===== src/gpev_map.svh =====
// register map, field positions and reset values of the pin event port
// Summary of operation
// [RULE_01] disabled pin is never driven as general i/o; alternate function owns it
// [RULE_02] enabled pin is general i/o, high impedance until made an output
// [RULE_03] straps caught at reset pick general or alternate; then enable chooses
// [RULE_04] direction bit: 0 input, 1 output; ignored while pin disabled
// [RULE_05] after reset every direction bit is clear, all pins inputs
// [RULE_06] level bit of enabled input reads the latched pin level
// [RULE_07] enabled output pin drives the level bit's value
// [RULE_08] rising flag sets on low-to-high change of enabled input
// [RULE_09] falling flag sets on high-to-low change of enabled input
// [RULE_10] flags of an output pin hold their value, nothing new recorded
// [RULE_11] writing 1 clears a flag, writing 0 leaves it
// [RULE_12] rise mask gates rise flag or true level into combined event
// [RULE_13] fall mask gates fall flag or inverted level into combined event
// [RULE_14] control bit 5 makes output pin zero drive the combined signal
// [RULE_15] control bit 4 picks event zero: pass-through or combined signal
// [RULE_16] control bit 2 inverts the sense of the combined signal
// [RULE_17] control bit 1 combines terms by or (0) or and (1)
// [RULE_18] control bit 0 picks term source: flags (0) or levels (1)
// [RULE_19] polarity bits 7:4 and 0 pick rising (0) or falling (1) edge event
// [RULE_20] software clears control bit 4 before using pin zero pass-through events
// [RULE_21] all sixteen events go to transfer controller; 0 and 7:4 to processor
// [RULE_22] only delta-or, delta-and, value-and; value-or is reserved
// [RULE_23] pass-through event of an output pin is held off
// [RULE_24] pin inputs pass two flip-flops before sampling and edge detection
`ifndef GPEV_MAP_SVH
`define GPEV_MAP_SVH
`define GPEV_ADR_ENABLE    32'h01b00000
`define GPEV_ADR_DIRECTION 32'h01b00004
`define GPEV_ADR_LEVEL     32'h01b00008
`define GPEV_ADR_RESERVED  32'h01b0000c
`define GPEV_ADR_RISE      32'h01b00010
`define GPEV_ADR_RISE_MASK 32'h01b00014
`define GPEV_ADR_FALL      32'h01b00018
`define GPEV_ADR_FALL_MASK 32'h01b0001c
`define GPEV_ADR_CONTROL   32'h01b00020
`define GPEV_ADR_POLARITY  32'h01b00024
`define GPEV_PINS_RST      16'h0000
`define GPEV_CTRL_RST      6'h00
`define GPEV_CTRL_WMASK    6'h37
`define GPEV_POL_RST       8'h00
`define GPEV_POL_WMASK     8'hf1
`define GPEV_CTRL_DV       0
`define GPEV_CTRL_AND      1
`define GPEV_CTRL_INV      2
`define GPEV_CTRL_EV0SRC   4
`define GPEV_CTRL_PIN0SEL  5
`endif


===== src/gpev_pkg.sv =====
// types shared by the pin event port
package gpev_pkg;
    typedef logic [15:0] gpev_pins_t;
    typedef logic [5:0]  gpev_ctrl_t;
    typedef logic [7:0]  gpev_pol_t;
endpackage : gpev_pkg


===== src/gpev_top.sv =====
// sixteen-pin general i/o port with edge flags and event logic on classic wishbone
//
// Added by the designer: the Wishbone interface to the registers.
`include "gpev_map.svh"
module gpev_top (
    input  wire logic              clk_i,
    input  wire logic              rst_i,
    input  wire logic              ce_i,
    input  wire logic              wb_cyc_i,
    input  wire logic              wb_stb_i,
    input  wire logic              wb_we_i,
    input  wire logic [31:0]       wb_adr_i,
    input  wire logic [3:0]        wb_sel_i,
    input  wire logic [31:0]       wb_dat_i,
    output logic      [31:0]       wb_dat_o,
    output logic                   wb_ack_o,
    input  wire gpev_pkg::gpev_pins_t strap_gpio_i,
    input  wire gpev_pkg::gpev_pins_t io_pin_i,
    output gpev_pkg::gpev_pins_t   io_pin_o,
    output gpev_pkg::gpev_pins_t   io_pin_oe_o,
    input  wire gpev_pkg::gpev_pins_t alt_dat_i,
    input  wire gpev_pkg::gpev_pins_t alt_oe_i,
    output gpev_pkg::gpev_pins_t   alt_sel_o,
    output gpev_pkg::gpev_pins_t   per_pin_event_o,
    output logic      [4:0]        cpu_event_o,
    output logic                   combined_event_signal_o
);
    gpev_pkg::gpev_pins_t pin_enable_reg;
    gpev_pkg::gpev_pins_t pin_direction_reg;
    gpev_pkg::gpev_pins_t pin_level_reg;
    gpev_pkg::gpev_pins_t rise_flags_reg;
    gpev_pkg::gpev_pins_t fall_flags_reg;
    gpev_pkg::gpev_pins_t rise_term_mask_reg;
    gpev_pkg::gpev_pins_t fall_term_mask_reg;
    gpev_pkg::gpev_ctrl_t event_global_control_reg;
    gpev_pkg::gpev_pol_t  passthru_edge_select_reg;
    gpev_pkg::gpev_pins_t strap_s1;
    gpev_pkg::gpev_pins_t strap_gpio;
    gpev_pkg::gpev_pins_t sync_s1;
    gpev_pkg::gpev_pins_t sync_s2;
    gpev_pkg::gpev_pins_t sync_prev;
    gpev_pkg::gpev_pins_t owned;
    gpev_pkg::gpev_pins_t is_in;
    gpev_pkg::gpev_pins_t is_out;
    gpev_pkg::gpev_pins_t rise_edge;
    gpev_pkg::gpev_pins_t fall_edge;
    gpev_pkg::gpev_pins_t falling_sel;
    gpev_pkg::gpev_pins_t next_event;
    gpev_pkg::gpev_pins_t term_hi;
    gpev_pkg::gpev_pins_t term_lo;
    gpev_pkg::gpev_pins_t wmask;
    gpev_pkg::gpev_pins_t level_view;
    logic                 req;
    logic                 wr;
    logic                 comb_raw;
    logic                 combined;
    logic                 next_combined;
    logic [31:0]          next_rdata;

    // bus handshake: ack one cycle after request, dropped the cycle after
    assign req = wb_cyc_i & wb_stb_i;
    assign wr  = req & wb_we_i & wb_ack_o;
    assign wmask = {{8{wb_sel_i[1]}}, {8{wb_sel_i[0]}}};

    always_ff @(posedge clk_i) begin
        if (rst_i) begin
            wb_ack_o <= 1'b0;
            wb_dat_o <= 32'h00000000;
        end else if (ce_i) begin
            wb_ack_o <= req & ~wb_ack_o;
            wb_dat_o <= next_rdata;
        end
    end

    // straps caught while reset is held, after two stages
    always_ff @(posedge clk_i) begin
        if (ce_i) begin
            strap_s1 <= strap_gpio_i;
            if (rst_i) begin
                strap_gpio <= strap_s1; // RULE_03
            end
        end
    end

    // pin input synchroniser and previous sample for edges
    always_ff @(posedge clk_i) begin
        if (rst_i) begin
            sync_s1   <= `GPEV_PINS_RST;
            sync_s2   <= `GPEV_PINS_RST;
            sync_prev <= `GPEV_PINS_RST;
        end else if (ce_i) begin
            sync_s1   <= io_pin_i;
            sync_s2   <= sync_s1; // RULE_24
            sync_prev <= sync_s2;
        end
    end

    assign owned  = strap_gpio & pin_enable_reg; // RULE_03
    assign is_in  = owned & ~pin_direction_reg; // RULE_04
    assign is_out = owned & pin_direction_reg; // RULE_04
    assign rise_edge = is_in & sync_s2 & ~sync_prev; // RULE_08
    assign fall_edge = is_in & ~sync_s2 & sync_prev; // RULE_09

    // configuration registers
    always_ff @(posedge clk_i) begin
        if (rst_i) begin
            pin_enable_reg           <= `GPEV_PINS_RST;
            pin_direction_reg        <= `GPEV_PINS_RST; // RULE_05
            pin_level_reg            <= `GPEV_PINS_RST;
            rise_term_mask_reg       <= `GPEV_PINS_RST;
            fall_term_mask_reg       <= `GPEV_PINS_RST;
            event_global_control_reg <= `GPEV_CTRL_RST;
            passthru_edge_select_reg <= `GPEV_POL_RST;
        end else if (ce_i && wr) begin
            case (wb_adr_i)
                `GPEV_ADR_ENABLE: begin
                    pin_enable_reg <= (pin_enable_reg & ~wmask) | (wb_dat_i[15:0] & wmask);
                end
                `GPEV_ADR_DIRECTION: begin
                    pin_direction_reg <= (pin_direction_reg & ~wmask) | (wb_dat_i[15:0] & wmask);
                end
                `GPEV_ADR_LEVEL: begin
                    pin_level_reg <= (pin_level_reg & ~wmask) | (wb_dat_i[15:0] & wmask);
                end
                `GPEV_ADR_RISE_MASK: begin
                    rise_term_mask_reg <= (rise_term_mask_reg & ~wmask) | (wb_dat_i[15:0] & wmask);
                end
                `GPEV_ADR_FALL_MASK: begin
                    fall_term_mask_reg <= (fall_term_mask_reg & ~wmask) | (wb_dat_i[15:0] & wmask);
                end
                `GPEV_ADR_CONTROL: begin
                    if (wb_sel_i[0]) begin
                        event_global_control_reg <= wb_dat_i[5:0] & `GPEV_CTRL_WMASK;
                    end
                end
                `GPEV_ADR_POLARITY: begin
                    if (wb_sel_i[0]) begin
                        passthru_edge_select_reg <= wb_dat_i[7:0] & `GPEV_POL_WMASK;
                    end
                end
                default: begin
                end
            endcase
        end
    end

    // edge flags: a new edge wins over a clear in the same cycle
    always_ff @(posedge clk_i) begin
        if (rst_i) begin
            rise_flags_reg <= `GPEV_PINS_RST;
            fall_flags_reg <= `GPEV_PINS_RST;
        end else if (ce_i) begin
            rise_flags_reg <= (rise_flags_reg
                & ~((wr && wb_adr_i == `GPEV_ADR_RISE) ? wb_dat_i[15:0] & wmask : `GPEV_PINS_RST)) // RULE_11
                | rise_edge; // RULE_08 RULE_10
            fall_flags_reg <= (fall_flags_reg
                & ~((wr && wb_adr_i == `GPEV_ADR_FALL) ? wb_dat_i[15:0] & wmask : `GPEV_PINS_RST)) // RULE_11
                | fall_edge; // RULE_09 RULE_10
        end
    end

    // logic mode terms and combination
    always_comb begin
        if (event_global_control_reg[`GPEV_CTRL_DV]) begin
            term_hi = sync_s2; // RULE_18
            term_lo = ~sync_s2;
        end else begin
            term_hi = rise_flags_reg; // RULE_18
            term_lo = fall_flags_reg;
        end
        term_hi = term_hi & rise_term_mask_reg & is_in; // RULE_12
        term_lo = term_lo & fall_term_mask_reg & is_in; // RULE_13
        if (event_global_control_reg[`GPEV_CTRL_AND]) begin
            comb_raw = (|((rise_term_mask_reg | fall_term_mask_reg) & is_in))
                & (&(term_hi | ~(rise_term_mask_reg & is_in)))
                & (&(term_lo | ~(fall_term_mask_reg & is_in))); // RULE_17
        end else if (event_global_control_reg[`GPEV_CTRL_DV]) begin
            comb_raw = 1'b0; // RULE_22
        end else begin
            comb_raw = |(term_hi | term_lo); // RULE_17
        end
        next_combined = comb_raw ^ event_global_control_reg[`GPEV_CTRL_INV]; // RULE_16
    end

    // pass-through events: pins with no polarity bit use the rising edge
    assign falling_sel = {8'h00, passthru_edge_select_reg[7:4], 3'h0, passthru_edge_select_reg[0]};

    always_comb begin
        next_event = (rise_edge & ~falling_sel) | (fall_edge & falling_sel); // RULE_19 RULE_23
        if (event_global_control_reg[`GPEV_CTRL_EV0SRC]) begin
            next_event[0] = next_combined; // RULE_15
        end
    end

    always_ff @(posedge clk_i) begin
        if (rst_i) begin
            combined        <= 1'b0;
            per_pin_event_o <= `GPEV_PINS_RST;
        end else if (ce_i) begin
            combined        <= next_combined;
            per_pin_event_o <= next_event; // RULE_21
        end
    end

    assign combined_event_signal_o = combined;
    assign cpu_event_o = {per_pin_event_o[7:4], per_pin_event_o[0]}; // RULE_21

    // pin drive
    always_comb begin
        io_pin_o = pin_level_reg; // RULE_07
        if (event_global_control_reg[`GPEV_CTRL_PIN0SEL]) begin
            io_pin_o[0] = combined; // RULE_14
        end
        io_pin_o    = (io_pin_o & owned) | (alt_dat_i & ~owned); // RULE_01
        io_pin_oe_o = is_out | (alt_oe_i & ~owned); // RULE_02
    end

    assign alt_sel_o = ~owned; // RULE_01

    // read path
    assign level_view = (sync_s2 & is_in) | (pin_level_reg & ~is_in); // RULE_06

    always_comb begin
        next_rdata = 32'h00000000;
        case (wb_adr_i)
            `GPEV_ADR_ENABLE:    next_rdata[15:0] = pin_enable_reg;
            `GPEV_ADR_DIRECTION: next_rdata[15:0] = pin_direction_reg;
            `GPEV_ADR_LEVEL:     next_rdata[15:0] = level_view;
            `GPEV_ADR_RISE:      next_rdata[15:0] = rise_flags_reg;
            `GPEV_ADR_RISE_MASK: next_rdata[15:0] = rise_term_mask_reg;
            `GPEV_ADR_FALL:      next_rdata[15:0] = fall_flags_reg;
            `GPEV_ADR_FALL_MASK: next_rdata[15:0] = fall_term_mask_reg;
            `GPEV_ADR_CONTROL:   next_rdata[5:0]  = event_global_control_reg;
            `GPEV_ADR_POLARITY:  next_rdata[7:0]  = passthru_edge_select_reg;
            default:             next_rdata       = 32'h00000000;
        endcase
    end
endmodule : gpev_top


===== config.mk =====
export PLATFORM = sky130hd
export DESIGN_NAME = gpev_top
export DESIGN_NICKNAME = d
export VERILOG_FILES = /design/src/gpev_pkg.sv /design/src/gpev_top.sv
export VERILOG_INCLUDE_DIRS = /design/src /design/src/src
export SDC_FILE = /design/constraint.sdc
export NUM_CORES = 1
export LEC_CHECK = 0
export ABC_AREA = 0
export BUFFER_PORTS_ARGS = -buffer_cell sky130_fd_sc_hd__buf_4
export CAP_MARGIN = 20
export CORE_UTILIZATION = 55
export CTS_BUF_LIST = sky130_fd_sc_hd__clkbuf_16
export CTS_CLUSTER_SIZE = 14
export DETAILED_ROUTE_END_ITERATION = 7
export PLACE_DENSITY = 0.8
export SLEW_MARGIN = 40
export SYNTH_ARGS = -nofsm -noshare
export SYNTH_HDL_FRONTEND = slang
export SYNTH_SLANG_ARGS = --single-unit

===== constraint.sdc =====
create_clock -name clk_i -period 2.5 [get_ports clk_i]
set_clock_uncertainty 0.15 [all_clocks]
set_input_delay 0.25 -clock clk_i [delete_from_list [all_inputs] [get_ports clk_i]]
set_output_delay 0.25 -clock clk_i [all_outputs]
set_load 0.1 [all_outputs]

* After elaboration in Yosys (flattened, before gate mapping) *
Index checks and enable logic that the tools add are counted.

storage, ports and cells
  bits in registers = 236
  input bits = 138
  output and inout port bits = 103

operators by class
  equal/unequal tests = 9
  muxes and demuxes = 11
  bitwise operators = 62
  reductions and logical operators = 15

operator list
  cell                    number
  $and A16 B16 Y16        27
  $eq A32 B25 Y1 const B  9
  $or A16 B16 Y16         15
  $not A16 Y16            10
  $mux W16                4
  $pmux W8 S7             1
  $pmux W6 S9             1
  $reduce_and A16 Y1      2
  $reduce_or A16 Y1       2
  $and A16 B8 Y16         1
  $not A8 Y16             1
  $pmux W2 S8             1
  $reduce_and A2 Y1       6
  $and A1 B1 Y1           6
  $reduce_and A3 Y1       2
  $mux W1                 4
  $logic_and A1 B1 Y1     3
  $not A1 Y1              1
  $xor A1 B1 Y1           1

* Logic depth before layout (Yosys ltp) *
Gate-level depths: netlist (run 1).

  depth after elaboration = 11
  gate-level depth with buffers = 10
  mapped depth without buffers = 7

* Worst setup path after synthesis (run 1) *
No wires, ideal clock.

  path kind = register to output
  start = register with a tool-made name
  end = output port io_pin_o[0]
  arrival time = 3.369 ns
  setup slack = -1.269 ns
  stages on the path, launching flop included = 3
  cells stage by stage = dfxtp_1 nand2_1 o21ai_0

RTL lines
  element           line            source
  end: declaration  gpev_top.sv:19  output gpev_pkg::gpev_pins_t io_pin_o,

* Worst setup path in the final report (run 1) *
  start = register event_global_control_reg[0]
  end = register combined (netlist: combined_event_signal_o)

on the way
  longest elaborated chain between the ends = 9

ends and longest elaborated chain
  element                         line             source
  start: declaration              gpev_top.sv:35   gpev_pkg::gpev_ctrl_t event_global_control_reg;
  start signal: assignment        gpev_top.sv:112  event_global_control_reg <= `GPEV_CTRL_RST;
  start signal: assignment        gpev_top.sv:133  event_global_control_reg <= wb_dat_i[5:0] & `GPEV_CTRL_WMASK;
  $mux W16                        gpev_top.sv:164  if (event_global_control_reg[`GPEV_CTRL_DV]) begin
  $and A16 B16 Y16 (2 in series)  gpev_top.sv:171  term_hi = term_hi & rise_term_mask_reg & is_in;
  $or A16 B16 Y16                 gpev_top.sv:175  & (&(term_hi | ~(rise_term_mask_reg & is_in)))
  $reduce_and A16 Y1              gpev_top.sv:175
  $and A1 B1 Y1                   gpev_top.sv:175
  $and A1 B1 Y1                   gpev_top.sv:176  & (&(term_lo | ~(fall_term_mask_reg & is_in)));
  $mux W1 *                       gpev_top.sv:173  if (event_global_control_reg[`GPEV_CTRL_AND]) begin
  $xor A1 B1 Y1 *                 gpev_top.sv:182  next_combined = comb_raw ^ event_global_control_reg[`GPEV_CTRL_INV];
  end signal: assignment          gpev_top.sv:200  combined <= next_combined;
  end: declaration                gpev_top.sv:56   logic combined;

Every way passes the cells marked *; elsewhere a longest branch is shown, timed or not.
A chain may end at the register's enable or synchronous reset.

==> summary.md, run 1 <==
| Metric | Value |
|---|---|
| Commonest cells post-synth | `dfxtp_1, nand2_1, mux2i_1, nor2_1, a21oi_1` |
| Die height | `148 um` |
| Clk buf depth | `3` |
| Seq/Total Area, Yosys | `43.3%` |
| Clk_lat worst skew | `540 ps` |
| Total internal power | `6.36 mW` |
| I/O pin count | `241` |
| #FFs+latches synth | `236` |
| Worst R2R End | `combined_event_signal_o` |
| Power Total | `8.68 mW` |
| Post-synth top area share | `35.0%` |
| Max-cap violation count | `0` |
| Input/output buffers | `206` |
| Setup crit end kind | `flip-flop` |
| Comb pwr share | `11.2%` |
| Sequential Power Share | `45.7%` |
| Worst-path fanout max | `13` |
| Hold path start | `wb_adr_i[5]` |
| Status | `finished, final reports clean` |
| Worst Hold Endpoint | `wb_dat_o[6]` |
| Wirelength per Cell | `22.3 um` |
| Post-CTS Setup Bufs | `0` |
| Mapped Cells | `1302` |
| Worst vdd ir | `0.539 mV` |
| Max-Slew Margin vs Limit | `53.6%` |
| Post-synthesis simple-gate area fraction | `22.6%` |
| Largest net degree at the start of global routing | `111` |
| Min-Delay Path Depth | `4` |
| Hold crit path type | `input port to flip-flop` |
| Synth Cell Area | `11700 um^2` |
| Number of diodes | `0` |
| Worst-path clk slew | `60 ps` |
| Slew @ Worst Pin | `696 ps` |
| Hold Fails Final Rpt | `0` |
| TritonCTS Buffers | `26` |
| Final Cycle Share | `98.0%` |
| Final Max Tran Viols | `0` |
| Core Rows | `52` |
| Top post-synthesis cells by area | `dfxtp_1, mux2i_1, edfxtp_1, nand2_1, a21oi_1` |
| Die area | `21800 um^2` |
| Max Clk Rate | `0.408 GHz` |
| Crit Reg-Reg Startpoint | `event_global_control_reg[0]` |
| Chip width | `148 um` |
| Starting Density | `56.9%` |
| Worst-case reg-to-reg path depth | `9` |
| Worst Path Required | `2780 ps` |
| GRT Util Overall | `38.3%` |
| GP Congestion | `0.998` |
| Clk root buf | `clkbuf_16` |
| Post-synthesis adder-cell area fraction | `0%` |
| CTS Sinks | `236` |
| Final setup vio count | `0` |
| Routed vias | `11800` |
| Power Dens Cells | `559 nW/um^2` |
| Routed WL | `42600 um` |
| Area leader, netlist | `dfxtp_1` |
| CTS tree | `built` |
| H-tree depth | `1` |
| Router iterations before antenna repair | `6` |
| P_leak | `5.96 nW` |
| Post-synth EDFFs | `32` |
| Antenna violations before repair | `1` |
| First-pass GRT wire length | `63700 um` |
| Post-DP HPWL | `30100 um` |
| Synthesis-to-layout area growth | `33.2%` |
| XOR/XNOR share of the synthesized area | `0%` |
| Clock power frac | `43.1%` |
| Net count, final | `1756` |
| GRT overflow | `0` |
| Setup repair after global routing missed its margin | `yes` |
| Min cycle time layout | `2450 ps` |
| Core area | `20500 um^2` |
| Share of layout cells above drive strength 1 | `27.2%` |
| P_sw | `2.32 mW` |
| R2R setup slack | `50 ps` |
| Worst path arrival time | `2730 ps` |
| Largest family of logic cells by synthesized area | `simple AND/OR/NAND/NOR gates` |
| Fin util | `75.8%` |
| Antenna viol nets, final | `0` |
| Path type of the worst setup path | `flip-flop to flip-flop` |
| Synth warn | `0` |
| Switching share of total power | `26.7%` |
| Synth async-reset ratio | `0%` |
| Startpoint Class | `flip-flop` |
| Synth Area in Compound Gates | `13.7%` |
| Residual DRC | `0` |
| Mux cell area share after synthesis | `15.2%` |
| Synth cell types | `69` |
| Count leader, synth | `dfxtp_1` |
| Vias/cell | `6.20` |
| 1st-iter DRT viols | `1410` |
| Synth Flop Type | `dfxtp_1` |
| Number of global-route vias before repair | `11100` |
| Mean post-synth cell area | `8.95 um^2` |
placed cells by master (no fill, tap or decap), types with 17 or more instances in the layout:
| master | instances |
|---|---|
| edfxtp_1 | 32 |
| dlygate4sd3_1 | 50 |
| nor2_1 | 132 |
| nand2b_1 | 25 |
| clkbuf_16 | 28 |
| nand3_1 | 22 |
| mux2_2 | 39 |
| buf_4 | 320 |
| nand2_1 | 196 |
| a21oi_1 | 112 |
| nand4b_1 | 40 |
| mux2i_1 | 132 |
| a221oi_1 | 17 |
| dfxtp_1 | 202 |
| o21ai_0 | 33 |
| inv_1 | 18 |
metrics by stage:
| step | setup slack (ps) | cells | hold slack [ps] | area (um^2) | setup TNS, ps |
|---|---|---|---|---|---|
| after floorplan | -3.84 | 1317 | 199 | 11700 | -3.84 |
| after global placement | -77.5 | 1810 | 251 | 14100 | -1250 |
| after detailed placement | -110 | 1810 | 255 | 14100 | -1660 |
| after CTS | 18.2 | 1908 | 16.2 | 15500 | 0 |
| after global routing | -79.2 | 1908 | 54.3 | 15500 | -79.2 |
| final | 49.7 | 1908 | 10.8 | 15500 | 0 |
cell families (layout without fill, tap and decap cells):
family          Yosys count  after routing
compound gates          253            253
buf+inv                 123            444
flops                   236            236
mux                     172            172
other cells               1             16
simple gates            517            517
layer usage:
metal  up-vias  GRT usage, %  wire (um)  share of wire, %
li1       5296             -          -                 -
met1      5656          52.5      17200                40
met2       776          58.8      18600                44
met3       106          10.2       5530                13
met4         2          12.4       1210               2.8
met5         -             0         13             0.031
critical path, stage by stage, from the launching register on:
cell       delay (ps)
dfxtp_4           370
buf_12            150
buf_4             160
mux2i_1           130
nand2b_1          100
o221ai_1          120
a2111oi_1         380
nand4_1           290
buf_4             230
a311o_1           250
power by group through the flow:
stage	Combinational [mW]	Sequential, mW	Clock, mW
global placement	0.884	4.04	0
CTS	0.958	3.96	3.75
finish	0.975	3.97	3.74
global route	1.01	3.97	3.92
floorplan	0.561	4.08	0
detailed placement	0.893	4.04	0
worst max-delay path by stage:
stage | start | end | depth (start not counted)
2_1_floorplan | flip-flop | io_pin_o[0] | 2
3_3_place_gp | wb_adr_i[8] | fall_flags_reg[5] | 9
3_5_place_dp | wb_adr_i[8] | fall_flags_reg[6] | 9
4_1_cts | strap_gpio[2] | combined_event_signal_o | 8
5_1_grt | event_global_control_reg[0] | combined_event_signal_o | 9
6_report | event_global_control_reg[0] | combined_event_signal_o | 9
what timing repair did:
| item | in CTS | in global routing |
|---|---|---|
| pin swaps | 0 | 8 |
| endpoints found under the hold margin | 155 | 0 |
| cloned | 0 | 0 |
| hold buffers | 50 | 0 |
| endpoints found under the setup margin | 1 | 26 |
| gates resized for setup | 3 | 20 |
final cells by class:
cell class,instances,area [um^2]
clock buffers,28,701
fillers,1471,4970
well taps,270,338
clock inverters,20,133
repair buffers,380,3090
multi-input cells,958,6150
flip-flops and latches,236,5050
inverters,16,60.1
(Power assumes the default switching activity.)
==> run 2, diff against run 1 <==
--- a/config.mk
+++ b/config.mk
@@ -6,7 +6,7 @@
 export SDC_FILE = /design/constraint.sdc
 export NUM_CORES = 1
 export LEC_CHECK = 0
-export ABC_AREA = 0
+export ABC_AREA = 1
 export BUFFER_PORTS_ARGS = -buffer_cell sky130_fd_sc_hd__buf_4
 export CAP_MARGIN = 20
 export CORE_UTILIZATION = 55
==> run 2 against run 1 <==
Effect of this change:
- combinational power is 2.4% lower
- non-clock buffer count decreased by 52
- first-iteration DRC count shrank 9.6%
- final cell count up 18%
- worst setup slack gained 61 ps
- register-to-register slack better by 140 ps
- total power decreased by 0.57%
- critical path depth increased by 3
- fmax grew 2.6%
- sequential share of layout area rose by 0.51 points
- synthesized area is 1.6% higher
- core utilization fell by 3.3 points
==> summary.md, run 2 <==
| Metric | Value |
|---|---|
| Status | `finished, final reports clean (unchanged)` |
| Power Dens Cells | `565 nW/um^2 (was 559 nW/um^2)` |
| Chip width | `149 um (was 148 um)` |
| P_leak | `6.66 nW (was 5.96 nW)` |
| Crit path largest cell delay | `570 ps (was 380 ps)` |
| Starting Density | `56.2% (was 56.9%)` |
| Design area | `15300 um^2 (was 15500 um^2)` |
| P_sw | `2.32 mW (about the same)` |
| Clock power frac | `42.8% (was 43.1%)` |
| Hold crit path type | `input port to flip-flop (unchanged)` |
| GRT overflow | `0 (unchanged)` |
| Mapped Cells | `1679 (was 1302)` |
| Crit path max-delay family | `buffers and inverters (was compound AO/OA/AOI/OAI gates)` |
| Worst-path fanout max | `8 (was 13)` |
| Net count, final | `2098 (was 1756)` |
| Setup crit end kind | `flip-flop (unchanged)` |
| CTS tree | `built (unchanged)` |
| Synthesis-to-layout area growth | `28.9% (was 33.2%)` |
| H-tree depth | `1 (unchanged)` |
| Share of layout cells above drive strength 1 | `19.6% (was 27.2%)` |
| Antenna viol nets, final | `0 (unchanged)` |
| Core Rows | `53 (was 52)` |
| Max-Slew Margin vs Limit | `54.7% (was 53.6%)` |
| Max-cap violation count | `0 (unchanged)` |
| Startpoint Class | `input port (was flip-flop)` |
| Clk buf depth | `3 (unchanged)` |
| Filler cell count | `1717 (was 1471)` |
| Fin util | `72.5% (was 75.8%)` |
| CP Buf/Inv Count | `6 (was 3)` |
| GP Congestion | `1.02 (was 0.998)` |
| TritonCTS Buffers | `26 (unchanged)` |
| Placed insts | `2154 (was 1810)` |
| Worst Hold Endpoint | `wb_dat_o[10] (was wb_dat_o[6])` |
| #FFs+latches synth | `236 (unchanged)` |
| Most frequent cells in the layout | `nand2_1, buf_4, nor2_1 (was buf_4, dfxtp_1, nand2_1)` |
| Hold path start | `ce_i (was wb_adr_i[5])` |
| Power Total | `8.63 mW (was 8.68 mW)` |
| Number of global-route vias before repair | `12200 (was 11100)` |
| Min cycle time layout | `2390 ps (was 2450 ps)` |
| Worst Path Required | `2770 ps (was 2780 ps)` |
| Min Hold Slack | `76.0 ps (was 10.8 ps)` |
| Synth warn | `0 (unchanged)` |
| Vias/cell | `5.68 (was 6.20)` |
| Area after DPL | `13900 um^2 (was 14100 um^2)` |
| Post-synth top area share | `34.5% (was 35.0%)` |
| Worst-path clk slew | `60 ps (about the same)` |
| Top post-synthesis cells by area | `dfxtp_1, nand2_1, o21ai_0, edfxtp_1, nor2_1 (was dfxtp_1, mux2i_1, edfxtp_1, nand2_1, a21oi_1)` |
| Path type of the worst setup path | `input port to flip-flop (was flip-flop to flip-flop)` |
| Die height | `149 um (was 148 um)` |
| Worst path arrival time | `2660 ps (was 2730 ps)` |
| Sequential Power Share | `46.1% (was 45.7%)` |
| Hold Fails Final Rpt | `0 (unchanged)` |
| Area leader, netlist | `dfxtp_1 (unchanged)` |
| Router iterations before antenna repair | `6 (unchanged)` |
| Fin cells | `2255 (was 1908)` |
| Core area | `21100 um^2 (was 20500 um^2)` |
| Final Max Tran Viols | `0 (unchanged)` |
| Synth Cell Area | `11900 um^2 (was 11700 um^2)` |
| CTS Sinks | `236 (unchanged)` |
| Post-synth EDFFs | `32 (unchanged)` |
| Commonest cells post-synth | `nand2_1, nor2_1, dfxtp_1 (was dfxtp_1, nand2_1, mux2i_1, nor2_1, a21oi_1)` |
| Residual DRC | `0 (unchanged)` |
| GRT Util Overall | `37.2% (was 38.3%)` |
| Routed WL | `41000 um (was 42600 um)` |
| Setup TNS | `0 ps (unchanged)` |
| Worst vdd ir | `0.534 mV (was 0.539 mV)` |
| Input/output buffers | `206 (unchanged)` |
| Most common cell after layout, fill and taps aside | `nand2_1 (was buf_4)` |
| Die area | `22100 um^2 (was 21800 um^2)` |
| Area of the multi-input gates | `5820 um^2 (was 6150 um^2)` |
| Max Clk Rate | `0.419 GHz (was 0.408 GHz)` |
| Antenna violations before repair | `0 (was 1)` |
| I/O pin count | `241 (unchanged)` |
| 1st-iter DRT viols | `1274 (was 1410)` |
| Pre-CTS WS | `234 ps (was -110 ps)` |
| Clk root buf | `clkbuf_16 (unchanged)` |
| Switching share of total power | `26.9% (was 26.7%)` |
| Clk_lat worst skew | `550 ps (was 540 ps)` |
| Crit-path slowest cell | `dlygate4sd3_1 (was a2111oi_1)` |
| Final Cycle Share | `95.6% (was 98.0%)` |
| Fin worst setup slack | `111 ps (was 49.7 ps)` |
| Synth cell types | `39 (was 69)` |
| Synth Flop Type | `dfxtp_1 (unchanged)` |
| Post-CTS Setup Bufs | `0 (unchanged)` |
| First-pass GRT wire length | `63600 um (was 63700 um)` |
| Worst-case reg-to-reg path depth | `13 (was 9)` |
| Worst R2R End | `per_pin_event_o[0] (was combined_event_signal_o)` |
| Comb pwr share | `11.0% (was 11.2%)` |
| Final setup vio count | `0 (unchanged)` |
| Routed vias | `12800 (was 11800)` |
| Synth async-reset ratio | `0% (unchanged)` |
| Largest net degree at the start of global routing | `89 (was 111)` |
| FF+latch area | `5050 um^2 (about the same)` |
| Setup repair after global routing missed its margin | `no (was yes)` |
| R2R setup slack | `190 ps (was 50 ps)` |
| Seq/Total Area, Yosys | `42.6% (was 43.3%)` |
| Worst path cell trace | `dlygate4sd3_1 -> buf_4 -> nand2_1 -> inv_1 -> nand3_1 -> nor2_1 -> inv_2 -> nor3_4 -> inv_1 -> nand2_1 -> a21oi_1 -> dlygate4sd3_1 (was buf_12 -> buf_4 -> mux2i_1 -> nand2b_1 -> o221ai_1 -> a2111oi_1 -> nand4_1 -> buf_4 -> a311o_1)` |
| Total internal power | `6.31 mW (was 6.36 mW)` |
| Min-Delay Path Depth | `4 (unchanged)` |
| Number of diodes | `0 (unchanged)` |
| Count leader, synth | `nand2_1 (was dfxtp_1)` |
| Mean post-synth cell area | `7.06 um^2 (was 8.95 um^2)` |
| Wirelength per Cell | `18.2 um (was 22.3 um)` |
| Post-DP HPWL | `29300 um (was 30100 um)` |
| Slew @ Worst Pin | `680 ps (was 696 ps)` |
-- run 2: how the worst max path moves through the flow --
stage	cells after the start	to	slack, ps	start
floorplan	2	io_pin_o[15]	-490	flip-flop
global placement	16	per_pin_event_o[0]	280	event_global_control_reg[0]
detailed placement	12	wb_dat_o[8]	230	wb_adr_i[11]
CTS	12	flip-flop	210	wb_stb_i
global route	13	per_pin_event_o[0]	20	flip-flop
finish	12	flip-flop	110	wb_stb_i
-- run 2: power groups by stage --
stage	Sequential, mW	Clock (mW)	Combinational (mW)
6_report	3.98	3.70	0.952
5_1_grt	3.99	3.86	1.01
3_3_place_gp	4.06	0	0.862
4_1_cts	3.98	3.71	0.942
2_1_floorplan	4.06	0	0.560
3_5_place_dp	4.06	0	0.874
-- run 2: metal layers --
layer,global-route usage [%],share of wire (%),vias to the layer above,wire length [um]
met1,43.6,37,5905,15300
met4,25.8,7.5,0,3090
met2,62.7,47,662,19400
met3,5.47,8.0,162,3270
li1,-,-,6078,-
met5,0,0,-,0
-- run 2: repair_timing --
item                                    4_1_cts  5_1_grt
endpoints found under the setup margin        0        1
hold buffers                                 53        0
resized for setup                             0        2
hold endpoints to repair                    150        0
-- run 2: logic make-up (layout without fill, tap and decap cells) --
logic type	after synthesis	count (layout)	share of synthesized area (%)
compound gates	416	416	19.0
simple gates	788	788	29.4
other cells	1	16	0.0316
buf+inv	238	524	8.99
flops	236	236	42.6
-- run 2: cell type report --
class,count,area share [%]
multi-input combinational,1220,38.1
clock inverter,21,1.02
timing repair buffer,328,17.6
tap,275,2.25
sequential,236,33.0
inverter,148,3.64
clock buffer,27,4.42
-- run 2: tightest hold or removal path, cell delays in order --
cell and delay [ps]:
buf_4 130, buf_12 200, nand2_1 100, a21oi_1 50
==> run 3, diff against run 2 <==
--- a/config.mk
+++ b/config.mk
@@ -10,7 +10,6 @@
 export BUFFER_PORTS_ARGS = -buffer_cell sky130_fd_sc_hd__buf_4
 export CAP_MARGIN = 20
 export CORE_UTILIZATION = 55
-export CTS_BUF_LIST = sky130_fd_sc_hd__clkbuf_16
 export CTS_CLUSTER_SIZE = 14
 export DETAILED_ROUTE_END_ITERATION = 7
 export PLACE_DENSITY = 0.8
==> constraint.sdc (replaced) <==
create_clock -name clk_i -period 2.5 [get_ports clk_i]
set_clock_uncertainty 0.15 [all_clocks]
set_input_delay 0.25 -clock clk_i [delete_from_list [all_inputs] [get_ports clk_i]]
set_output_delay 0.25 -clock clk_i [all_outputs]
set_load 0.05 [all_outputs]
==> run 3 against run 2 <==
Effect of this change:
- combinational power decreased by 19%
- core utilization shrank 0.86 points
- wire length is 2.8% lower
- final cell count is 0.80% lower
- total power down 0.57%
- first-iteration DRC count decreased by 11%
- clock power increased by 4%
==> summary.md, run 3 (same netlist as run 2, synthesis figures left out) <==
| Metric | Value |
|---|---|
| Most frequent cells in the layout | `nand2_1, buf_4, nor2_1 (unchanged)` |
| Min cycle time layout | `2290 ps (was 2390 ps)` |
| Slew @ Worst Pin | `857 ps (was 680 ps)` |
| I/O pin count | `241 (unchanged)` |
| Clock power frac | `44.6% (was 42.8%)` |
| P_sw | `2.14 mW (was 2.32 mW)` |
| Final setup vio count | `0 (unchanged)` |
| 1st-iter DRT viols | `1135 (was 1274)` |
| Most common cell after layout, fill and taps aside | `nand2_1 (unchanged)` |
| Startpoint Class | `flip-flop (was input port)` |
| Clk_lat worst skew | `540 ps (was 550 ps)` |
| CTS Sinks | `236 (unchanged)` |
| Synthesis-to-layout area growth | `27.4% (was 28.9%)` |
| Max Clk Rate | `0.437 GHz (was 0.419 GHz)` |
| TritonCTS Buffers | `26 (unchanged)` |
| Die area | `22100 um^2 (unchanged)` |
| GRT overflow | `0 (unchanged)` |
| Post-DP HPWL | `28400 um (was 29300 um)` |
| Met2 WL | `19700 um (was 19400 um)` |
| Core area | `21100 um^2 (unchanged)` |
| Max layer used | `met4 (unchanged)` |
| Total internal power | `6.44 mW (was 6.31 mW)` |
| Share of layout cells above drive strength 1 | `18.9% (was 19.6%)` |
| Vias/cell | `5.59 (was 5.68)` |
| GRT Util Overall | `35.6% (was 37.2%)` |
| Setup repair after global routing missed its margin | `no (unchanged)` |
| M1 WL | `15000 um (was 15300 um)` |
| Worst vdd ir | `0.518 mV (was 0.534 mV)` |
| Status | `finished, final reports clean (unchanged)` |
| Sequential Power Share | `46.4% (was 46.1%)` |
| First-pass GRT wire length | `61000 um (was 63600 um)` |
| Switching share of total power | `25.0% (was 26.9%)` |
| Wirelength per Cell | `17.8 um (was 18.2 um)` |
| Clk root buf | `clkbuf_16 (unchanged)` |
| Net count, final | `2081 (was 2098)` |
| Router iterations before antenna repair | `5 (was 6)` |
| Worst-path fanout max | `9 (was 8)` |
| Largest net degree at the start of global routing | `103 (was 89)` |
| GP Congestion | `1.03 (was 1.02)` |
| Residual DRC | `0 (unchanged)` |
| Min Hold Slack | `74.3 ps (was 76.0 ps)` |
| Number of diodes | `0 (unchanged)` |
| H-tree depth | `1 (unchanged)` |
| Setup crit end kind | `flip-flop (unchanged)` |
| Post-CTS Setup Bufs | `0 (unchanged)` |
| Worst Path Required | `2730 ps (was 2770 ps)` |
| Core Rows | `53 (unchanged)` |
| Comb pwr share | `9.0% (was 11.0%)` |
| Number of global-route vias before repair | `11700 (was 12200)` |
| Setup TNS | `0 ps (unchanged)` |
| Routed vias | `12500 (was 12800)` |
| Hold Fails Final Rpt | `0 (unchanged)` |
| Starting Density | `56.2% (unchanged)` |
| Chip width | `149 um (unchanged)` |
| CTS tree | `built (unchanged)` |
| Hold crit path type | `input port to flip-flop (unchanged)` |
| Clk buf depth | `3 (unchanged)` |
| P_leak | `6.55 nW (was 6.66 nW)` |
| Final Cycle Share | `91.5% (was 95.6%)` |
| Worst-path clk slew | `60 ps (about the same)` |
| Routed WL | `39900 um (was 41000 um)` |
| Path type of the worst setup path | `flip-flop to flip-flop (was input port to flip-flop)` |
| Max-Slew Margin vs Limit | `42.8% (was 54.7%)` |
| Met3 wire len | `2850 um (was 3270 um)` |
| Antenna viol nets, final | `0 (unchanged)` |
| Antenna violations before repair | `0 (unchanged)` |
| Max-cap violation count | `0 (unchanged)` |
| Die height | `149 um (unchanged)` |
| Worst path arrival time | `2520 ps (was 2660 ps)` |
| Input/output buffers | `206 (unchanged)` |
| Filler cell count | `1773 (was 1717)` |
| Power Dens Cells | `569 nW/um^2 (was 565 nW/um^2)` |
| Final Max Tran Viols | `0 (unchanged)` |
[run 3: cell types whose count changed in the layout (fill, tap and decap cells not counted), sizes merged]
cell         change
bufinv           +1
buf             -15
clkinv           -6
dlygate4sd3      -2
clkinvlp         +2
inv              -4
clkbuf           +6
[run 3: through the flow]
stage | setup WS [ps] | instances | area [um^2] | power (mW) | util, %
2_1_floorplan | 162 | 1694 | 11900 | 4.45 | -
3_3_place_gp | 269 | 2139 | 13700 | 4.75 | 65.1
3_5_place_dp | 219 | 2139 | 13700 | 4.77 | 65.1
4_1_cts | 240 | 2237 | 15100 | 8.59 | 71.6
5_1_grt | 27.0 | 2237 | 15100 | 8.79 | 71.6
6_report | 212 | 2237 | 15100 | 8.59 | 71.6
[run 3: cell type report]
class / instances / area (um^2) / area share (%)
Tap cell: 275 / 344 / 2.28
Inverter: 148 / 556 / 3.68
Multi-Input combinational cell: 1220 / 5800 / 38.4
Clock buffer: 33 / 707 / 4.68
Clock inverter: 14 / 143 / 0.945
Timing Repair Buffer: 311 / 2500 / 16.6
Sequential cell: 236 / 5040 / 33.4
[run 3: power groups by stage]
stage | combinational (mW) | sequential (mW) | clock (mW)
floorplan | 0.401 | 4.05 | 0
global placement | 0.688 | 4.06 | 0
detailed placement | 0.702 | 4.06 | 0
CTS | 0.768 | 3.98 | 3.84
global route | 0.828 | 3.99 | 3.97
finish | 0.775 | 3.98 | 3.83
[run 3: path summary, 6_finish.rpt]
kind | from | to | slack, ps | cells after the start
worst max-delay path | flip-flop | per_pin_event_o[0] | 210 | 13
worst min-delay path | wb_sel_i[0] | rise_flags_reg[3] | 70 | 4
worst max register to register | flip-flop | per_pin_event_o[0] | 210 | 13
worst min register to register | strap_s1[14] | strap_gpio[14] | 260 | 0
[run 3: repair_timing]
action,CTS,global route
hold endpoints to repair,133,0
setup endpoints to repair,0,1
resized for setup,0,2
hold buffers,51,0
[run 3: worst max-delay path: stages, from the launching register on]
cell     delay (ps)
dfxtp_1         370
nand2_1         160
nor2_2          360
nand2_1          80
o21ai_0         250
nor2_1           70
nand2_1          60
nor2_1           40
nand2_1         110
nand2_1          80
nand3_1         150
nand3_1          90
nand2_1          90
a21oi_1          60
[run 3: routing by layer]
metal	global-route usage, %	up-vias
li1	-	6057
met1	41.7	5730
met2	63.2	580
met3	4.40	128
met4	19.4	0
met5	0	-
